### src/core/can_scb_pkg.sv
// Purpose: shared constants for the CAN status, counter and baud block
// Assumes: 8-bit CPU data, 16-bit CPU address, one clock domain
// Notes:   addresses are CPU byte addresses of 8-bit registers
package can_scb_pkg;
   // register addresses
   localparam logic [15:0] ADDR_ERROR_STATUS  = 16'hFFB4;
   localparam logic [15:0] ADDR_TX_ERR_COUNT  = 16'hFFB5;
   localparam logic [15:0] ADDR_RX_ERR_COUNT  = 16'hFFB6;
   localparam logic [15:0] ADDR_RX_BUF_COUNT  = 16'hFFB7;
   localparam logic [15:0] ADDR_PRESCALER     = 16'hFFB8;

   // reset values
   localparam logic [7:0]  RST_RX_BUF_COUNT   = 8'hC0;
   localparam logic [7:0]  RST_PRESCALER      = 8'h3F;
   localparam logic [7:0]  RST_ERR_COUNT      = 8'h00;

   // error status field positions
   localparam int          ES_OVER            = 0;
   localparam int          ES_WAKE            = 1;
   localparam int          ES_VALID           = 2;
   localparam int          ES_INIT_CONFIRMED  = 3;
   localparam int          ES_TECS            = 5;
   localparam int          ES_RECS            = 6;
   localparam int          ES_BOFF            = 7;

   // receive buffer count field position and count ceiling
   localparam int          RB_PM_RESET        = 5;
   localparam logic [4:0]  RB_COUNT_MAX       = 5'h10;

   // error counter figures
   localparam logic [7:0]  ERR_WARN_LEVEL     = 8'h60;
   localparam logic [7:0]  ERR_PASSIVE_LEVEL  = 8'h7F;
   localparam logic [7:0]  REC_PASSIVE_BACK   = 8'h77;
   localparam logic [7:0]  ERR_STEP_BIG       = 8'h08;

   // clock source select encodings
   typedef enum logic [1:0] {
      SRC_SYS,
      SRC_SYS_DIV2,
      SRC_SYS_DIV4,
      SRC_ALT
   } clk_src_e;

   // controller clocks per time quantum, narrow or wide prescaler mode
   function automatic logic [8:0] clocks_per_tq(input logic       wide,
                                                input logic [7:0] value);
      if (wide) begin
         clocks_per_tq = {1'b0, value} + 9'h001;
      end else begin
         clocks_per_tq = {2'b00, value[5:0], 1'b0} + 9'h002;
      end
   endfunction : clocks_per_tq
endpackage : can_scb_pkg

### src/core/can_tq_gen.sv
// Purpose: controller clock enable and time quantum tick generator
// Assumes: alternate clock is far slower than core_clk
// Notes:   the selected source becomes a clock enable, not a real clock
`timescale 1ns/1ps
module can_tq_gen (
   input  wire logic       core_clk,
   input  wire logic       rstn,
   input  wire logic [1:0] clock_source_sel,
   input  wire logic       prescaler_wide_mode,
   input  wire logic [7:0] prescale_value,
   input  wire logic       alternate_clock_input,
   output logic            ctrl_clk_en_q,
   output logic            tq_tick_q
);
   logic [2:0] alt_sync_q;
   logic [1:0] div_q;
   logic [8:0] tq_cnt_q;
   logic       en_d;
   logic [8:0] per_tq;

   // two-flop synchroniser then edge history; stages 2 and 3 feed the edge detect
   always_ff @(posedge core_clk or negedge rstn) begin
      if (!rstn) begin
         alt_sync_q <= 3'h0;
      end else begin
         alt_sync_q <= {alt_sync_q[1:0], alternate_clock_input};
      end
   end

   // free divider for the halved and quartered system clock
   always_ff @(posedge core_clk or negedge rstn) begin
      if (!rstn) begin
         div_q <= 2'h0;
      end else begin
         div_q <= div_q + 2'h1;
      end
   end

   // source choice, one enable per controller clock
   always_comb begin
      case (can_scb_pkg::clk_src_e'(clock_source_sel))
         can_scb_pkg::SRC_SYS:      en_d = 1'b1;
         can_scb_pkg::SRC_SYS_DIV2: en_d = div_q[0];
         can_scb_pkg::SRC_SYS_DIV4: en_d = (div_q == 2'h3);
         can_scb_pkg::SRC_ALT:      en_d = alt_sync_q[1] & ~alt_sync_q[2];
         default:                   en_d = 1'b0;
      endcase
   end

   assign per_tq = can_scb_pkg::clocks_per_tq(prescaler_wide_mode, prescale_value);

   // quantum counter; tick on the last controller clock of each quantum
   always_ff @(posedge core_clk or negedge rstn) begin
      if (!rstn) begin
         tq_cnt_q      <= 9'h000;
         tq_tick_q     <= 1'b0;
         ctrl_clk_en_q <= 1'b0;
      end else begin
         ctrl_clk_en_q <= en_d;
         tq_tick_q     <= 1'b0;
         if (en_d) begin
            if (tq_cnt_q + 9'h001 >= per_tq) begin
               tq_cnt_q  <= 9'h000;
               tq_tick_q <= 1'b1;
            end else begin
               tq_cnt_q <= tq_cnt_q + 9'h001;
            end
         end
      end
   end
endmodule : can_tq_gen

### src/core/can_status_count_baud_config.sv
// Purpose: CAN error status flags, error counters, buffer count, prescaler
// Assumes: protocol machine events are one-cycle pulses on core_clk
// Notes:   CPU access is 8-bit; reads return data one cycle later
//
// Summary of operation
// - wake flag cleared by one or init
// - writing zero leaves wake flag alone
// - overrun sets flag and error interrupt together
// - fetch overrun keeps send request, retransmits
// - late store: no receive flags raised
// - late id fetch drops the message
// - read-only transmit error counter, reset zero
// - read-only receive error counter, reset zero
// - buffer count above sixteen forced sixteen
// - machine reset in bus-off enters init
// - clock source select picks controller clock
// - low six bits set quantum length
// - narrow mode: two times value plus two
// - wide mode: eight-bit value plus one
// - init confirmation waits for idle activity
// - internal set beats CPU clear
`timescale 1ns/1ps
module can_status_count_baud_config (
   input  wire logic        core_clk,
   input  wire logic        rstn,
   input  wire logic [15:0] cpu_addr,
   input  wire logic        cpu_wr,
   input  wire logic        cpu_rd,
   input  wire logic [7:0]  cpu_wdata,
   output logic [7:0]       cpu_rdata_q,
   input  wire logic        init_request,
   input  wire logic        activity_idle,
   input  wire logic        wake_event,
   input  wire logic        valid_event,
   input  wire logic        tx_fetch_overrun,
   input  wire logic        rx_store_overrun,
   input  wire logic        id_fetch_overrun,
   input  wire logic        tx_error,
   input  wire logic        tx_success,
   input  wire logic        rx_error,
   input  wire logic        rx_error_big,
   input  wire logic        rx_success,
   input  wire logic        bus_idle_recovered,
   input  wire logic        prescaler_wide_mode,
   input  wire logic [1:0]  prescale_upper,
   input  wire logic        alternate_clock_input,
   output logic             error_irq_q,
   output logic             init_force_q,
   output logic             keep_send_request_q,
   output logic             retransmit_q,
   output logic             rx_flags_block_q,
   output logic             rx_drop_q,
   output logic [4:0]       rx_buffer_count_q,
   output logic             ctrl_clk_en_q,
   output logic             tq_tick_q
);
   logic [7:0] tec_q;
   logic [7:0] rec_q;
   logic [7:0] rbc_q;
   logic [7:0] presc_q;
   logic       over_q;
   logic       wake_q;
   logic       valid_q;
   logic       boff_q;
   logic       init_conf_q;
   logic       init_req_prev_q;
   logic       init_rise;
   logic       wr_status;
   logic       pm_reset;
   logic       over_set;
   logic       over_d;
   logic       wake_d;
   logic [8:0] tec_sum;

   assign wr_status = cpu_wr && (cpu_addr == can_scb_pkg::ADDR_ERROR_STATUS);
   assign init_rise = init_request & ~init_req_prev_q;
   assign over_set  = tx_fetch_overrun | rx_store_overrun | id_fetch_overrun;
   assign pm_reset  = cpu_wr && (cpu_addr == can_scb_pkg::ADDR_RX_BUF_COUNT)
                      && cpu_wdata[can_scb_pkg::RB_PM_RESET] && boff_q;

   // set terms last so a same-cycle clear loses
   always_comb begin
      over_d = over_q;
      wake_d = wake_q;
      if (wr_status && cpu_wdata[can_scb_pkg::ES_OVER]) begin
         over_d = 1'b0;
      end
      if ((wr_status && cpu_wdata[can_scb_pkg::ES_WAKE]) || init_rise) begin
         wake_d = 1'b0;
      end
      if (over_set) begin
         over_d = 1'b1;
      end
      if (wake_event) begin
         wake_d = 1'b1;
      end
   end

   // sticky status flags and the error interrupt level
   always_ff @(posedge core_clk or negedge rstn) begin
      if (!rstn) begin
         over_q          <= 1'b0;
         wake_q          <= 1'b0;
         valid_q         <= 1'b0;
         error_irq_q     <= 1'b0;
         init_req_prev_q <= 1'b0;
      end else begin
         init_req_prev_q <= init_request;
         over_q          <= over_d;
         wake_q          <= wake_d;
         error_irq_q     <= over_d | wake_d;
         if (valid_event) begin
            valid_q <= 1'b1;
         end else if ((wr_status && cpu_wdata[can_scb_pkg::ES_VALID]) || init_rise) begin
            valid_q <= 1'b0;
         end
      end
   end

   // init confirmation follows request only once activity has settled
   always_ff @(posedge core_clk or negedge rstn) begin
      if (!rstn) begin
         init_conf_q  <= 1'b0;
         init_force_q <= 1'b0;
      end else begin
         init_force_q <= pm_reset;
         if (pm_reset) begin
            init_conf_q <= 1'b1;
         end else if (activity_idle && !(init_request && boff_q)) begin
            init_conf_q <= init_request;
         end
      end
   end

   assign tec_sum = {1'b0, tec_q} + {1'b0, can_scb_pkg::ERR_STEP_BIG};

   // transmit counter and bus-off; saturates at 255, overflow means bus-off
   always_ff @(posedge core_clk or negedge rstn) begin
      if (!rstn) begin
         tec_q  <= can_scb_pkg::RST_ERR_COUNT;
         boff_q <= 1'b0;
      end else if (pm_reset || (boff_q && bus_idle_recovered)) begin
         tec_q  <= can_scb_pkg::RST_ERR_COUNT;
         boff_q <= 1'b0;
      end else if (!boff_q) begin
         if (tx_error) begin
            tec_q <= tec_sum[8] ? 8'hFF : tec_sum[7:0];
            if (tec_sum[8]) begin
               boff_q <= 1'b1;
            end
         end else if (tx_success && tec_q != 8'h00) begin
            tec_q <= tec_q - 8'h01;
         end
      end
   end

   // receive counter; success above passive level drops back into range
   always_ff @(posedge core_clk or negedge rstn) begin
      if (!rstn) begin
         rec_q <= can_scb_pkg::RST_ERR_COUNT;
      end else if (pm_reset) begin
         rec_q <= can_scb_pkg::RST_ERR_COUNT;
      end else if (rx_error_big) begin
         rec_q <= (rec_q > 8'hF7) ? 8'hFF : rec_q + can_scb_pkg::ERR_STEP_BIG;
      end else if (rx_error) begin
         rec_q <= (rec_q == 8'hFF) ? 8'hFF : rec_q + 8'h01;
      end else if (rx_success) begin
         if (rec_q > can_scb_pkg::ERR_PASSIVE_LEVEL) begin
            rec_q <= can_scb_pkg::REC_PASSIVE_BACK;
         end else if (rec_q != 8'h00) begin
            rec_q <= rec_q - 8'h01;
         end
      end
   end

   // config registers; writes outside confirmed init are ignored
   always_ff @(posedge core_clk or negedge rstn) begin
      if (!rstn) begin
         rbc_q   <= can_scb_pkg::RST_RX_BUF_COUNT;
         presc_q <= can_scb_pkg::RST_PRESCALER;
      end else if (cpu_wr && init_conf_q) begin
         if (cpu_addr == can_scb_pkg::ADDR_RX_BUF_COUNT) begin
            rbc_q[7:6] <= cpu_wdata[7:6];
            rbc_q[5]   <= 1'b0;
            rbc_q[4:0] <= cpu_wdata[4] ? can_scb_pkg::RB_COUNT_MAX : cpu_wdata[4:0];
         end
         if (cpu_addr == can_scb_pkg::ADDR_PRESCALER) begin
            presc_q <= cpu_wdata;
         end
      end
   end

   // overrun reactions handed to the protocol machine
   always_ff @(posedge core_clk or negedge rstn) begin
      if (!rstn) begin
         keep_send_request_q <= 1'b0;
         retransmit_q        <= 1'b0;
         rx_flags_block_q    <= 1'b0;
         rx_drop_q           <= 1'b0;
      end else begin
         retransmit_q     <= tx_fetch_overrun;
         rx_flags_block_q <= rx_store_overrun;
         rx_drop_q        <= id_fetch_overrun;
         if (tx_fetch_overrun) begin
            keep_send_request_q <= 1'b1;
         end else if (tx_success) begin
            keep_send_request_q <= 1'b0;
         end
      end
   end

   // registered read data; unmapped addresses read zero
   always_ff @(posedge core_clk or negedge rstn) begin
      if (!rstn) begin
         cpu_rdata_q <= 8'h00;
      end else if (cpu_rd) begin
         case (cpu_addr)
            can_scb_pkg::ADDR_ERROR_STATUS:
               cpu_rdata_q <= {boff_q, rec_q >= can_scb_pkg::ERR_WARN_LEVEL,
                               tec_q >= can_scb_pkg::ERR_WARN_LEVEL, 1'b0,
                               init_conf_q, valid_q, wake_q, over_q};
            can_scb_pkg::ADDR_TX_ERR_COUNT: cpu_rdata_q <= tec_q;
            can_scb_pkg::ADDR_RX_ERR_COUNT: cpu_rdata_q <= rec_q;
            can_scb_pkg::ADDR_RX_BUF_COUNT: cpu_rdata_q <= rbc_q;
            can_scb_pkg::ADDR_PRESCALER:    cpu_rdata_q <= presc_q;
            default:                        cpu_rdata_q <= 8'h00;
         endcase
      end
   end

   assign rx_buffer_count_q = rbc_q[4:0];

   // quantum generator; upper prescale bits come from mask control
   can_tq_gen u_tq_gen (
      .core_clk              (core_clk),
      .rstn                  (rstn),
      .clock_source_sel      (presc_q[7:6]),
      .prescaler_wide_mode   (prescaler_wide_mode),
      .prescale_value        ({prescale_upper, presc_q[5:0]}),
      .alternate_clock_input (alternate_clock_input),
      .ctrl_clk_en_q         (ctrl_clk_en_q),
      .tq_tick_q             (tq_tick_q)
   );
endmodule : can_status_count_baud_config

### config.mk
export PLATFORM = sky130hd
export DESIGN_NAME = can_status_count_baud_config
export DESIGN_NICKNAME = d
export VERILOG_FILES = /design/src/core/can_scb_pkg.sv /design/src/core/can_tq_gen.sv /design/src/core/can_status_count_baud_config.sv
export SDC_FILE = /design/constraint.sdc
export NUM_CORES = 1
export LEC_CHECK = 0
export ABC_CLOCK_PERIOD_IN_PS = 5200
export BUFFER_PORTS_ARGS = -buffer_cell sky130_fd_sc_hd__buf_2
export CAP_MARGIN = 20
export CORE_MARGIN = 8
export CORE_UTILIZATION = 55
export DETAILED_ROUTE_END_ITERATION = 8
export GPL_TIMING_DRIVEN = 0
export PLACE_DENSITY_LB_ADDON = 0.15
export SKIP_CTS_REPAIR_TIMING = 1
export SYNTH_ARGS = -nofsm -noshare
export SYNTH_HDL_FRONTEND = slang
export SYNTH_SLANG_ARGS = --single-unit
### constraint.sdc
create_clock -name core_clk -period 5.2 [get_ports core_clk]
set_clock_uncertainty 0.2 [all_clocks]
set_input_delay 1.04 -clock core_clk [delete_from_list [all_inputs] [get_ports core_clk]]
set_output_delay 1.04 -clock core_clk [all_outputs]
set_load 0.01 [all_outputs]
==> impl_metrics.json, run 1 <==
{
  "cts.root.buffer_cell": "sky130_fd_sc_hd__clkbuf_8",
  "finalPower_mw": 1.971,
  "ioPinCount": 66,
  "finish.net_count": 636,
  "post-synth-top-area-cell": "sky130_fd_sc_hd__dfrtp_1",
  "netlist_area_before_placement_um2": 4433,
  "worst_slew_margin_rel_pct": 38.50,
  "firstDrtPassIters": 5,
  "first_global_vias": 4111,
  "preCtsSetupSlack_ns": 1.412,
  "crit_arrival_ns": 3.60,
  "min-delay-path-class": "flip-flop to flip-flop",
  "run_status": "complete, no violations",
  "maximum_number_of_pins_on_one_net_before_global_route_repair": 68,
  "post_dp_cell_area_um2": 4873,
  "post-route-cell-area_um2": 5097,
  "wire_per_inst_um": 17.79,
  "report.final.hold_viol_count": 0,
  "netlist-cell-type-count": 63,
  "routability_cong": 0.9153,
  "timing.max_cap.violations": 0,
  "p_per_area_nw_per_um2": 386.6,
  "fmax_ghz": 0.2814,
  "layout_area_growth_over_synthesis_pct": 14.99,
  "clk_path_buf_depth": 2,
  "path_clk_slew_ns": 0.09,
  "initial_antenna_violation_count": 0,
  "crit_path_launch_type": "flip-flop",
  "cp_data_required_time_ns": 5.25,
  "numCtsBuffers": 9,
  "grt_overflow": 0,
  "grt_pass1_wl_um": 20300,
  "synth-seq-area-share_pct": 38.05,
  "slew_viol_final": 0,
  "grtUsageMet1_pct": 29.89,
  "num_rows": 32,
  "post-synth-top-area-fraction_pct": 33.31,
  "die_outline_area_um2": 11190,
  "crit_chain": "ha_1, nand3_1, or2_2, clkbuf_1, o21a_1, or2_2, ha_1, o21a_1, nor2_1, nor2_1, o311ai_0",
  "drt-total-wl_um": 12060,
  "floorplan.initialDensity_pct": 57.07,
  "synthArstFlopShare_pct": 100.0,
  "routed_via_density": 6.223,
  "max_slew.worst_pin.slew_ns": 0.9155,
  "count_of_flip_flops_with_a_built_in_enable_after_synthesis": 0,
  "critical_path_peak_fanout": 8,
  "n_fill_cell": 672,
  "cts-htree-levels": 3,
  "grt.busiest_layer": "met2",
  "dr_drc_count": 0,
  "floorplan.die.height_um": 105.8,
  "die_x_um": 105.8,
  "clock_sinks": 67,
  "static-leakage-power_nw": 2.177,
  "synthesis.instances": 498,
  "met2_use_gr_pct": 33.69,
  "worst-setup-path-type": "flip-flop to flip-flop",
  "drt_iter0_drc": 214,
  "share_of_final_layout_standard_cells_stronger_than_drive_strength_1_pct": 22.05,
  "setup-tns-final_ns": 0,
  "grt.total_usage_pct": 22.04,
  "syn_area_per_cell_um2": 8.902,
  "ant_nets": 0,
  "mappedNetlistNets": 563,
  "grt_use_met3_pct": 5.603,
  "post_synth_main_area_contributors": "sky130_fd_sc_hd__dfrtp_1, sky130_fd_sc_hd__ha_1, sky130_fd_sc_hd__dfstp_2",
  "tritoncts": "built",
  "rsz0062_at_grt": "no",
  "vias": 4219,
  "critical-path-slowest-cell": "sky130_fd_sc_hd__dfrtp_1",
  "worst_hold_slack_ns": 0.1820,
  "clock_insertion_delay_worst_skew_ns": 0.35,
  "cpPeakStageDelay_ns": 0.43,
  "period_minus_slack_ns": 3.554,
  "irDropWorstVdd_v": 0.0002916,
  "worstSetupEndpointType": "flip-flop",
  "post-route-worst-setup-slack_ns": 1.646,
  "synth_seq_cells": 67,
  "post-dp-hpwl_um": 8984,
  "fp.coreArea_um2": 7767,
  "buffer_ports.inserted": 62,
  "antenna-diode-count": 0,
  "dominantRegCellSynth": "sky130_fd_sc_hd__dfrtp_1",
  "setup_violations": 0,
  "final.period_utilization_pct": 68.34,
  "synth-warning-count": 0
}
synthesized netlist by cell type (2+ instances only):
master,number
sky130_fd_sc_hd__o21ai_0,35
sky130_fd_sc_hd__a21o_1,2
sky130_fd_sc_hd__clkbuf_1,27
sky130_fd_sc_hd__a41oi_1,2
sky130_fd_sc_hd__buf_4,5
sky130_fd_sc_hd__or2_2,6
sky130_fd_sc_hd__and3_1,6
sky130_fd_sc_hd__mux2i_1,4
sky130_fd_sc_hd__nand4b_1,3
sky130_fd_sc_hd__mux4_2,5
sky130_fd_sc_hd__mux2_4,2
sky130_fd_sc_hd__inv_1,21
sky130_fd_sc_hd__a32oi_1,7
sky130_fd_sc_hd__a211o_1,2
sky130_fd_sc_hd__a31oi_1,11
sky130_fd_sc_hd__o211ai_1,6
sky130_fd_sc_hd__a21oi_1,30
sky130_fd_sc_hd__o21a_1,7
sky130_fd_sc_hd__nor2_1,35
sky130_fd_sc_hd__nor2b_1,6
sky130_fd_sc_hd__o32ai_1,2
sky130_fd_sc_hd__o2bb2ai_1,2
sky130_fd_sc_hd__a211oi_1,10
sky130_fd_sc_hd__nor4_1,4
sky130_fd_sc_hd__o31ai_1,2
sky130_fd_sc_hd__ha_1,20
sky130_fd_sc_hd__nand4_1,10
sky130_fd_sc_hd__xnor2_1,9
sky130_fd_sc_hd__mux2_2,11
sky130_fd_sc_hd__nor3b_1,4
sky130_fd_sc_hd__dfrtp_1,59
sky130_fd_sc_hd__and2_1,3
sky130_fd_sc_hd__nor3_1,23
sky130_fd_sc_hd__dfstp_2,8
sky130_fd_sc_hd__a31o_2,5
sky130_fd_sc_hd__nand2_1,47
sky130_fd_sc_hd__nand3_1,15
sky130_fd_sc_hd__xor2_1,3
sky130_fd_sc_hd__o22ai_1,3
sky130_fd_sc_hd__a311oi_1,3
sky130_fd_sc_hd__nand2b_1,8
sky130_fd_sc_hd__buf_1,2
sky130_fd_sc_hd__nand3b_1,3
sequential cells by signal, indices dropped and copies added (netlist names), 2 cells and up:
name	count
rec_q	8
rbc_q	7
u_tq_gen.tq_cnt_q	9
u_tq_gen.alt_sync_q	3
presc_q	8
tec_q	8
cpu_rdata_q	8
u_tq_gen.div_q	2
worst paths after layout:
check                      slack [ns]                              from                               end  cells after the start
hold reg to reg                  0.18  u_tq_gen.alt_sync_q[0]$_DFF_PN0_  u_tq_gen.alt_sync_q[1]$_DFF_PN0_                      0
setup / recovery                 1.65  u_tq_gen.tq_cnt_q[0]$_DFFE_PN0P_  u_tq_gen.tq_cnt_q[2]$_DFFE_PN0P_                     11
min in group asynchronous        0.58                              rstn              rec_q[6]$_DFFE_PN0P_                      1
max in group asynchronous        3.63                              rstn            presc_q[7]$_DFFE_PN0P_                      1
hold / removal                   0.18  u_tq_gen.alt_sync_q[0]$_DFF_PN0_  u_tq_gen.alt_sync_q[1]$_DFF_PN0_                      0
setup reg to reg                 1.65  u_tq_gen.tq_cnt_q[0]$_DFFE_PN0P_  u_tq_gen.tq_cnt_q[2]$_DFFE_PN0P_                     11
kinds of logic after synthesis:
group           count (synthesis)  synth area share, %
compound gates                140                20.72
simple gates                  181                20.97
xor+xnor                       12                2.371
mux                            22                6.915
flops                          67                38.05
buf+inv                        56                5.335
fa+ha+maj                      20                5.645
power by group:
part           leakage, nW  internal (mW)  total [mW]  switching [mW]
Sequential           0.797          0.610       0.724           0.114
Clock                0.114          0.274       0.500           0.226
Combinational         1.27          0.299       0.747           0.448
critical path: cells and delay by family, from the launching register on:
family | cells | cell delay [ns]
simple gates | 5 | 1.45
compound gates | 3 | 0.64
flops | 1 | 0.43
fa+ha+maj | 2 | 0.56
buf+inv | 1 | 0.17
cells in the final DEF, fill, tap and decap left out, types with 7 or more instances in the layout:
cell type / instances
sky130_fd_sc_hd__a31oi_1: 11
sky130_fd_sc_hd__xnor2_1: 9
sky130_fd_sc_hd__buf_2: 61
sky130_fd_sc_hd__dfrtp_1: 59
sky130_fd_sc_hd__nor2_1: 35
sky130_fd_sc_hd__ha_1: 20
sky130_fd_sc_hd__a211oi_1: 10
sky130_fd_sc_hd__a21oi_1: 30
sky130_fd_sc_hd__o21ai_0: 35
sky130_fd_sc_hd__nand2_1: 47
sky130_fd_sc_hd__clkbuf_1: 27
sky130_fd_sc_hd__clkbuf_8: 9
sky130_fd_sc_hd__nor3_1: 23
sky130_fd_sc_hd__nand3_1: 15
sky130_fd_sc_hd__a32oi_1: 7
sky130_fd_sc_hd__mux2_2: 11
sky130_fd_sc_hd__dfstp_2: 8
sky130_fd_sc_hd__inv_1: 21
sky130_fd_sc_hd__nand2b_1: 8
sky130_fd_sc_hd__nand4_1: 10
sky130_fd_sc_hd__o21a_1: 7
metrics by stage:
step                util [%]  cells
floorplan                  -    498
global placement       62.71    662
detailed placement     62.74    662
CTS                    65.63    678
global route           65.63    678
finish                 65.63    678
area by class of cell:
cell class	instances	area (um2)	share of cell area, %
Clock buffer	9	123.9	2.430
Tap cell	102	127.6	2.504
Timing Repair Buffer	62	312.8	6.136
Sequential cell	67	1687	33.09
Multi-Input combinational cell	375	2510	49.24
Clock inverter	7	100.1	1.964
Inverter	21	78.83	1.546
Buffer	35	157.7	3.093
metal layers:
layer | wire, um | vias to the layer above | share of wire (%)
li1 | - | 1989 | -
met1 | 5261 | 2000 | 44
met2 | 5423 | 205 | 45
met3 | 1130 | 25 | 9.4
met4 | 248 | 0 | 2.1
met5 | 0 | - | 0
Note: power is estimated with default switching activity, not from simulation.
==> run 2: changes to the inputs <==
- ABC_AREA: default -> 1
- ABC_CLOCK_PERIOD_IN_PS: 5200 -> 3540
- clock period: 5.2 -> 3.54 ns (I/O delays scaled with it)
==> run 2 against run 1 <==
Maximum frequency grew 20%. Via count rose by 4.3%. Hold slack lost 0.029 ns. Sequential share of layout area down 0.37 points. Critical path depth grew 3. Total power grew 42%. Synthesized cell count is 29% higher. Combinational power grew 47%. Synthesized area up 1.7%. Final area is 1.1% higher. Utilization is 1.9 points lower.
==> impl_metrics.json, run 2 <==
{
  "run_status": "complete, no violations",
  "post-synth-top-area-cell": "sky130_fd_sc_hd__dfrtp_1",
  "slew_viol_final": 0,
  "die_x_um": 106.5,
  "ant_nets": 0,
  "worst_slew_margin_rel_pct": 41.41,
  "grt_overflow": 0,
  "clock_sinks": 67,
  "crit_path_launch_type": "flip-flop",
  "num_rows": 33,
  "p_seq_share_pct": 37.5,
  "n_fill_cell": 770,
  "buffer_ports.inserted": 64,
  "initial_antenna_violation_count": 0,
  "fp.coreArea_um2": 8093,
  "cpPeakStageDelay_ns": 0.58,
  "clock_insertion_delay_worst_skew_ns": 0.34,
  "layout_common_cells": "sky130_fd_sc_hd__nand2_1, sky130_fd_sc_hd__inv_1, sky130_fd_sc_hd__nand3_1",
  "placedCellCount": 810,
  "routability_cong": 0.8743,
  "p_per_area_nw_per_um2": 541.0,
  "netlist_area_before_placement_um2": 4509,
  "top_register": "u_tq_gen.tq_cnt_q",
  "critical_path_peak_fanout": 8,
  "final.period_utilization_pct": 83.76,
  "min-delay-path-class": "flip-flop to flip-flop",
  "grt_pass1_wl_um": 20040,
  "cell_seen_most_often_among_critical_path_stages": "sky130_fd_sc_hd__nor2_1",
  "irDropWorstVdd_v": 0.0003376,
  "firstDrtPassIters": 5,
  "cp_top_family": "simple AND/OR/NAND/NOR gates",
  "yosysMostFrequentCell": "sky130_fd_sc_hd__nand2_1",
  "post-dp-hpwl_um": 8898,
  "finalPower_mw": 2.789,
  "floorplan.initialDensity_pct": 55.72,
  "clk_path_buf_depth": 2,
  "ys_top_cells_by_count": "sky130_fd_sc_hd__nand2_1, sky130_fd_sc_hd__inv_1, sky130_fd_sc_hd__nand3_1, sky130_fd_sc_hd__nor2_1, sky130_fd_sc_hd__dfrtp_1",
  "synth-seq-area-share_pct": 37.40,
  "crit_buf_inv": 1,
  "layout_area_growth_over_synthesis_pct": 14.32,
  "post_synth_main_area_contributors": "sky130_fd_sc_hd__dfrtp_1, sky130_fd_sc_hd__nand2_1, sky130_fd_sc_hd__nand3_1",
  "synth-warning-count": 0,
  "synthesis.instances": 641,
  "period_minus_slack_ns": 2.965,
  "p_sw_mw": 1.165,
  "floorplan.die.height_um": 106.5,
  "share_of_final_layout_standard_cells_stronger_than_drive_strength_1_pct": 16.78,
  "worst-setup-path-type": "flip-flop to flip-flop",
  "fmax_ghz": 0.3373,
  "cts.root.buffer_cell": "sky130_fd_sc_hd__clkbuf_8",
  "die_outline_area_um2": 11350,
  "cp_data_required_time_ns": 3.62,
  "mappedNetlistNets": 706,
  "static-leakage-power_nw": 2.739,
  "syn_area_per_cell_um2": 7.035,
  "drt_iter0_drc": 246,
  "netlist-cell-type-count": 38,
  "intPower_mw": 1.624,
  "grt.total_usage_pct": 21.64,
  "largest_register_ff_count": 9,
  "synthArstFlopShare_pct": 100.0,
  "power.share.combinational_pct": 39.5,
  "finish.net_count": 781,
  "critical-path-slowest-cell": "sky130_fd_sc_hd__dfstp_2",
  "synth_seq_cells": 67,
  "wire_per_inst_um": 14.12,
  "final-instance-count-excl-fill": 826,
  "drt-total-wl_um": 11660,
  "first_global_vias": 4326,
  "crit_chain": "ha_1, nand3_1, nor2_1, nand2_1, nor2_1, o21ai_0, o21ai_0, ha_1, a21oi_1, o21a_1, nand4_1, nand2_1, clkinv_1, nor2_1",
  "post-synth-top-area-fraction_pct": 32.74,
  "setup_violations": 0,
  "worstSetupEndpointType": "flip-flop",
  "rsz0062_at_grt": "no",
  "dr_drc_count": 0,
  "sw_frac_of_total_pct": 41.76,
  "max_slew.worst_pin.slew_ns": 0.8789,
  "antenna-diode-count": 0,
  "path_clk_slew_ns": 0.09,
  "numCtsBuffers": 9,
  "report.final.hold_viol_count": 0,
  "crit_arrival_ns": 3.04,
  "timing.max_cap.violations": 0,
  "setup-tns-final_ns": 0,
  "final_common_cell": "sky130_fd_sc_hd__nand2_1",
  "maximum_number_of_pins_on_one_net_before_global_route_repair": 68,
  "count_of_flip_flops_with_a_built_in_enable_after_synthesis": 0,
  "cts-htree-levels": 3,
  "dominantRegCellSynth": "sky130_fd_sc_hd__dfrtp_1",
  "ioPinCount": 66,
  "vias": 4401,
  "routed_via_density": 5.328,
  "power.share.clock_pct": 23.0,
  "tritoncts": "built"
}
run 2: worst paths after layout:
kind | start | endpoint | slack, ns | depth (start not counted)
min | u_tq_gen.alt_sync_q[0]$_DFF_PN0_ | u_tq_gen.alt_sync_q[1]$_DFF_PN0_ | 0.15 | 0
max | presc_q[0]$_DFFE_PN1P_ | u_tq_gen.tq_cnt_q[3]$_DFFE_PN0P_ | 0.57 | 14
min reg2reg | u_tq_gen.alt_sync_q[0]$_DFF_PN0_ | u_tq_gen.alt_sync_q[1]$_DFF_PN0_ | 0.15 | 0
max in group asynchronous | rstn | tec_q[6]$_DFFE_PN0P_ | 2.29 | 1
max reg2reg | presc_q[0]$_DFFE_PN1P_ | u_tq_gen.tq_cnt_q[3]$_DFFE_PN0P_ | 0.57 | 14
min in group asynchronous | rstn | u_tq_gen.alt_sync_q[2]$_DFF_PN0_ | 0.27 | 1
run 2: power by group through the flow:
stage,combinational [mW],sequential (mW),clock [mW]
finish,1.10,1.05,0.642
global placement,1.05,1.05,0
detailed placement,1.08,1.06,0
global route,1.29,1.06,0.681
floorplan,0.828,1.02,0
CTS,1.10,1.04,0.659
run 2: layout make-up:
| class | instances | area, um2 | share of cell area [%] |
|---|---|---|---|
| multi-input cells | 467 | 2374 | 46.04 |
| flip-flops and latches | 67 | 1687 | 32.72 |
| inverters | 92 | 345.3 | 6.699 |
| repair buffers | 64 | 322.8 | 6.262 |
| well taps | 105 | 131.4 | 2.549 |
| clock buffers | 10 | 127.6 | 2.476 |
| plain buffers | 15 | 103.9 | 2.015 |
| clock inverters | 6 | 63.81 | 1.238 |
run 2: per-stage QoR:
step	setup slack [ns]	instance area, um2	util [%]	hold WS (ns)
after floorplan	0.9996	4509	-	0.1312
after global placement	0.6783	4961	61.30	0.1337
after detailed placement	0.6210	4964	61.33	0.1371
after CTS	0.5731	5155	63.70	0.1545
after global routing	0.2292	5155	63.70	0.1596
final	0.5750	5155	63.70	0.1533
run 2: routing by layer:
metal / wire length (um) / GRT usage (%)
met3: 702 / 4.840
met2: 5816 / 36.82
met1: 4969 / 26.63
met5: 0 / 0
met4: 175 / 6.834
run 2: cells by family (layout without fill, tap and decap cells):
kind of cell | Yosys count | in the layout | synth area share (%)
flip-flops | 67 | 67 | 37.40
adder cells (fa/ha/maj) | 20 | 20 | 5.549
buffers and inverters | 107 | 187 | 9.961
AO/OA/AOI/OAI | 98 | 98 | 11.79
XOR/XNOR | 14 | 14 | 2.719
AND/OR/NAND/NOR | 335 | 335 | 32.57
==> run 3: changes to the inputs <==
- ABC_CLOCK_PERIOD_IN_PS: 3540 -> 2900
- clock period: 3.54 -> 2.9 ns (I/O delays scaled with it)
==> run 3 against run 2 <==
Routed wire length is 1.7% higher. Die area unchanged. Cell count up 0.61%. Critical path type unchanged. Largest cell class unchanged. Largest power group unchanged. Highest routed layer unchanged.
==> impl_metrics.json, run 3 (synthesized netlist as in run 2, its figures left out) <==
{
  "routability_cong": 0.8743,
  "rrSetupSlack_ns": 0.20,
  "clock_insertion_delay_worst_skew_ns": 0.35,
  "critical_path_peak_fanout": 8,
  "ant_nets": 0,
  "worst_hold_slack_ns": 0.1365,
  "ioPinCount": 66,
  "grt_pass1_wl_um": 20040,
  "grt.total_usage_pct": 21.64,
  "irDropWorstVdd_v": 0.0004146,
  "detail_route.wirelength.met1_um": 5070,
  "finish.net_count": 786,
  "timing.rr.start": "presc_q[0]$_DFFE_PN1P_",
  "p_per_area_nw_per_um2": 662.4,
  "post-dp-hpwl_um": 8898,
  "share_of_final_layout_standard_cells_stronger_than_drive_strength_1_pct": 19.01,
  "routed_via_density": 5.313,
  "met2_wirelength_um": 5955,
  "static-leakage-power_nw": 2.762,
  "worstSetupEndpointType": "flip-flop",
  "clk_path_buf_depth": 2,
  "run_status": "complete, no violations",
  "crit_arrival_ns": 2.79,
  "final.period_utilization_pct": 93.17,
  "crit_path_launch_type": "flip-flop",
  "route.top_layer_used": "met4",
  "buffer_ports.inserted": 64,
  "cts.root.buffer_cell": "sky130_fd_sc_hd__clkbuf_8",
  "vias": 4415,
  "dr_drc_count": 0,
  "numCtsBuffers": 9,
  "slew_viol_final": 0,
  "max_slew.worst_pin.slew_ns": 0.8764,
  "layout_common_cells": "sky130_fd_sc_hd__nand2_1, sky130_fd_sc_hd__inv_1, sky130_fd_sc_hd__nand3_1",
  "maximum_number_of_pins_on_one_net_before_global_route_repair": 68,
  "floorplan.initialDensity_pct": 55.72,
  "fmax_ghz": 0.3701,
  "worst-r2r-cell-count": 14,
  "cts-htree-levels": 3,
  "timing.max_cap.violations": 0,
  "antenna-diode-count": 0,
  "r2r-end": "u_tq_gen.tq_cnt_q[5]$_DFFE_PN0P_",
  "first_global_vias": 4326,
  "layout_area_growth_over_synthesis_pct": 16.23,
  "worst_slew_margin_rel_pct": 41.58,
  "top_register": "u_tq_gen.tq_cnt_q",
  "floorplan.die.height_um": 106.5,
  "drt_iter0_drc": 293,
  "period_minus_slack_ns": 2.702,
  "finalPower_mw": 3.472,
  "initial_antenna_violation_count": 0,
  "min-delay-path-class": "input pin to async pin",
  "final_common_cell": "sky130_fd_sc_hd__nand2_1",
  "wl_met3_um": 647,
  "num_rows": 33,
  "worst-setup-path-type": "flip-flop to flip-flop",
  "cp_data_required_time_ns": 2.99,
  "report.final.hold_viol_count": 0,
  "fp.coreArea_um2": 8093,
  "wire_per_inst_um": 14.28,
  "die_x_um": 106.5,
  "drt-total-wl_um": 11860,
  "grt_overflow": 0,
  "path_clk_slew_ns": 0.09,
  "firstDrtPassIters": 5,
  "clock_sinks": 67,
  "tritoncts": "built",
  "setup_violations": 0,
  "largest_register_ff_count": 9,
  "die_outline_area_um2": 11350
}
==> run 3: cell count changes in the layout (fill, tap and decap cells not counted) <==
cell                         delta
sky130_fd_sc_hd__nand2_2        +2
sky130_fd_sc_hd__o21ai_0        -4
sky130_fd_sc_hd__ha_1           -1
sky130_fd_sc_hd__ha_4           +1
sky130_fd_sc_hd__o21ai_1        +4
sky130_fd_sc_hd__nand3_2        +1
sky130_fd_sc_hd__buf_4          +5
sky130_fd_sc_hd__nor2_1         -7
sky130_fd_sc_hd__clkinv_1       -1
sky130_fd_sc_hd__nor2_2         +6
sky130_fd_sc_hd__nor2_4         +1
sky130_fd_sc_hd__nand2_1        -2
sky130_fd_sc_hd__nand3_1        -1
sky130_fd_sc_hd__clkinvlp_4     +1
==> run 3: cell type report <==
cell class                 count  area, um2
tap                          105      131.4
inverter                      92      349.1
fill                         756       2851
timing repair buffer          69      360.3
multi-input combinational    467       2419
sequential                    67       1687
clock buffer                  10      127.6
clock inverter                 6      63.81
buffer                        15      103.9
==> run 3: worst max-delay path: stages, from the launching register on <==
cell and delay, ns:
sky130_fd_sc_hd__dfstp_2 0.59, sky130_fd_sc_hd__ha_4 0.16, sky130_fd_sc_hd__nand3_2 0.11, sky130_fd_sc_hd__nor2_4 0.16
sky130_fd_sc_hd__nand2_2 0.07, sky130_fd_sc_hd__nor2_2 0.10, sky130_fd_sc_hd__o21ai_1 0.08, sky130_fd_sc_hd__o21ai_1 0.09
sky130_fd_sc_hd__ha_1 0.27, sky130_fd_sc_hd__a21oi_1 0.13, sky130_fd_sc_hd__o21a_1 0.12, sky130_fd_sc_hd__nand4_1 0.11
sky130_fd_sc_hd__nand2_2 0.12, sky130_fd_sc_hd__clkinvlp_4 0.19, sky130_fd_sc_hd__nor2_1 0.14
==> run 3: how the worst max path moves through the flow <==
stage | startpoint | to | slack, ns
6_report | presc_q[0]$_DFFE_PN1P_ | u_tq_gen.tq_cnt_q[5]$_DFFE_PN0P_ | 0.20
3_3_place_gp | presc_q[0]$_DFFE_PN1P_ | u_tq_gen.tq_cnt_q[3]$_DFFE_PN0P_ | 0.04
3_5_place_dp | presc_q[0]$_DFFE_PN1P_ | u_tq_gen.tq_cnt_q[2]$_DFFE_PN0P_ | -0.02
5_1_grt | presc_q[0]$_DFFE_PN1P_ | u_tq_gen.tq_cnt_q[5]$_DFFE_PN0P_ | -0.02
2_1_floorplan | presc_q[0]$_DFFE_PN1P_ | u_tq_gen.tq_cnt_q[2]$_DFFE_PN0P_ | 0.36
4_1_cts | presc_q[0]$_DFFE_PN1P_ | u_tq_gen.tq_cnt_q[3]$_DFFE_PN0P_ | -0.07
==> run 3: report_power, final <==
| part | switching [mW] | internal (mW) |
|---|---|---|
| sequential | 0.177 | 1.10 |
| combinational | 0.884 | 0.527 |
| clock | 0.390 | 0.397 |
==> run 3: metal layers <==
layer	vias to the layer above	track usage, %
met5	-	0
met2	115	36.82
met1	2060	26.63
met3	20	4.840
met4	0	6.834
li1	2220	-
==> run 3: stage by stage <==
stage / std cells / setup slack, ns / area [um2] / TNS (ns) / util (%)
global placement: 810 / 0.03826 / 4961 / 0 / 61.30
floorplan: 641 / 0.3596 / 4509 / 0 / -
finish: 831 / 0.1980 / 5241 / 0 / 64.77
CTS: 826 / -0.06689 / 5155 / -0.2709 / 63.70
detailed placement: 810 / -0.01903 / 4964 / -0.07223 / 61.33
global route: 831 / -0.01927 / 5241 / -0.05331 / 64.77
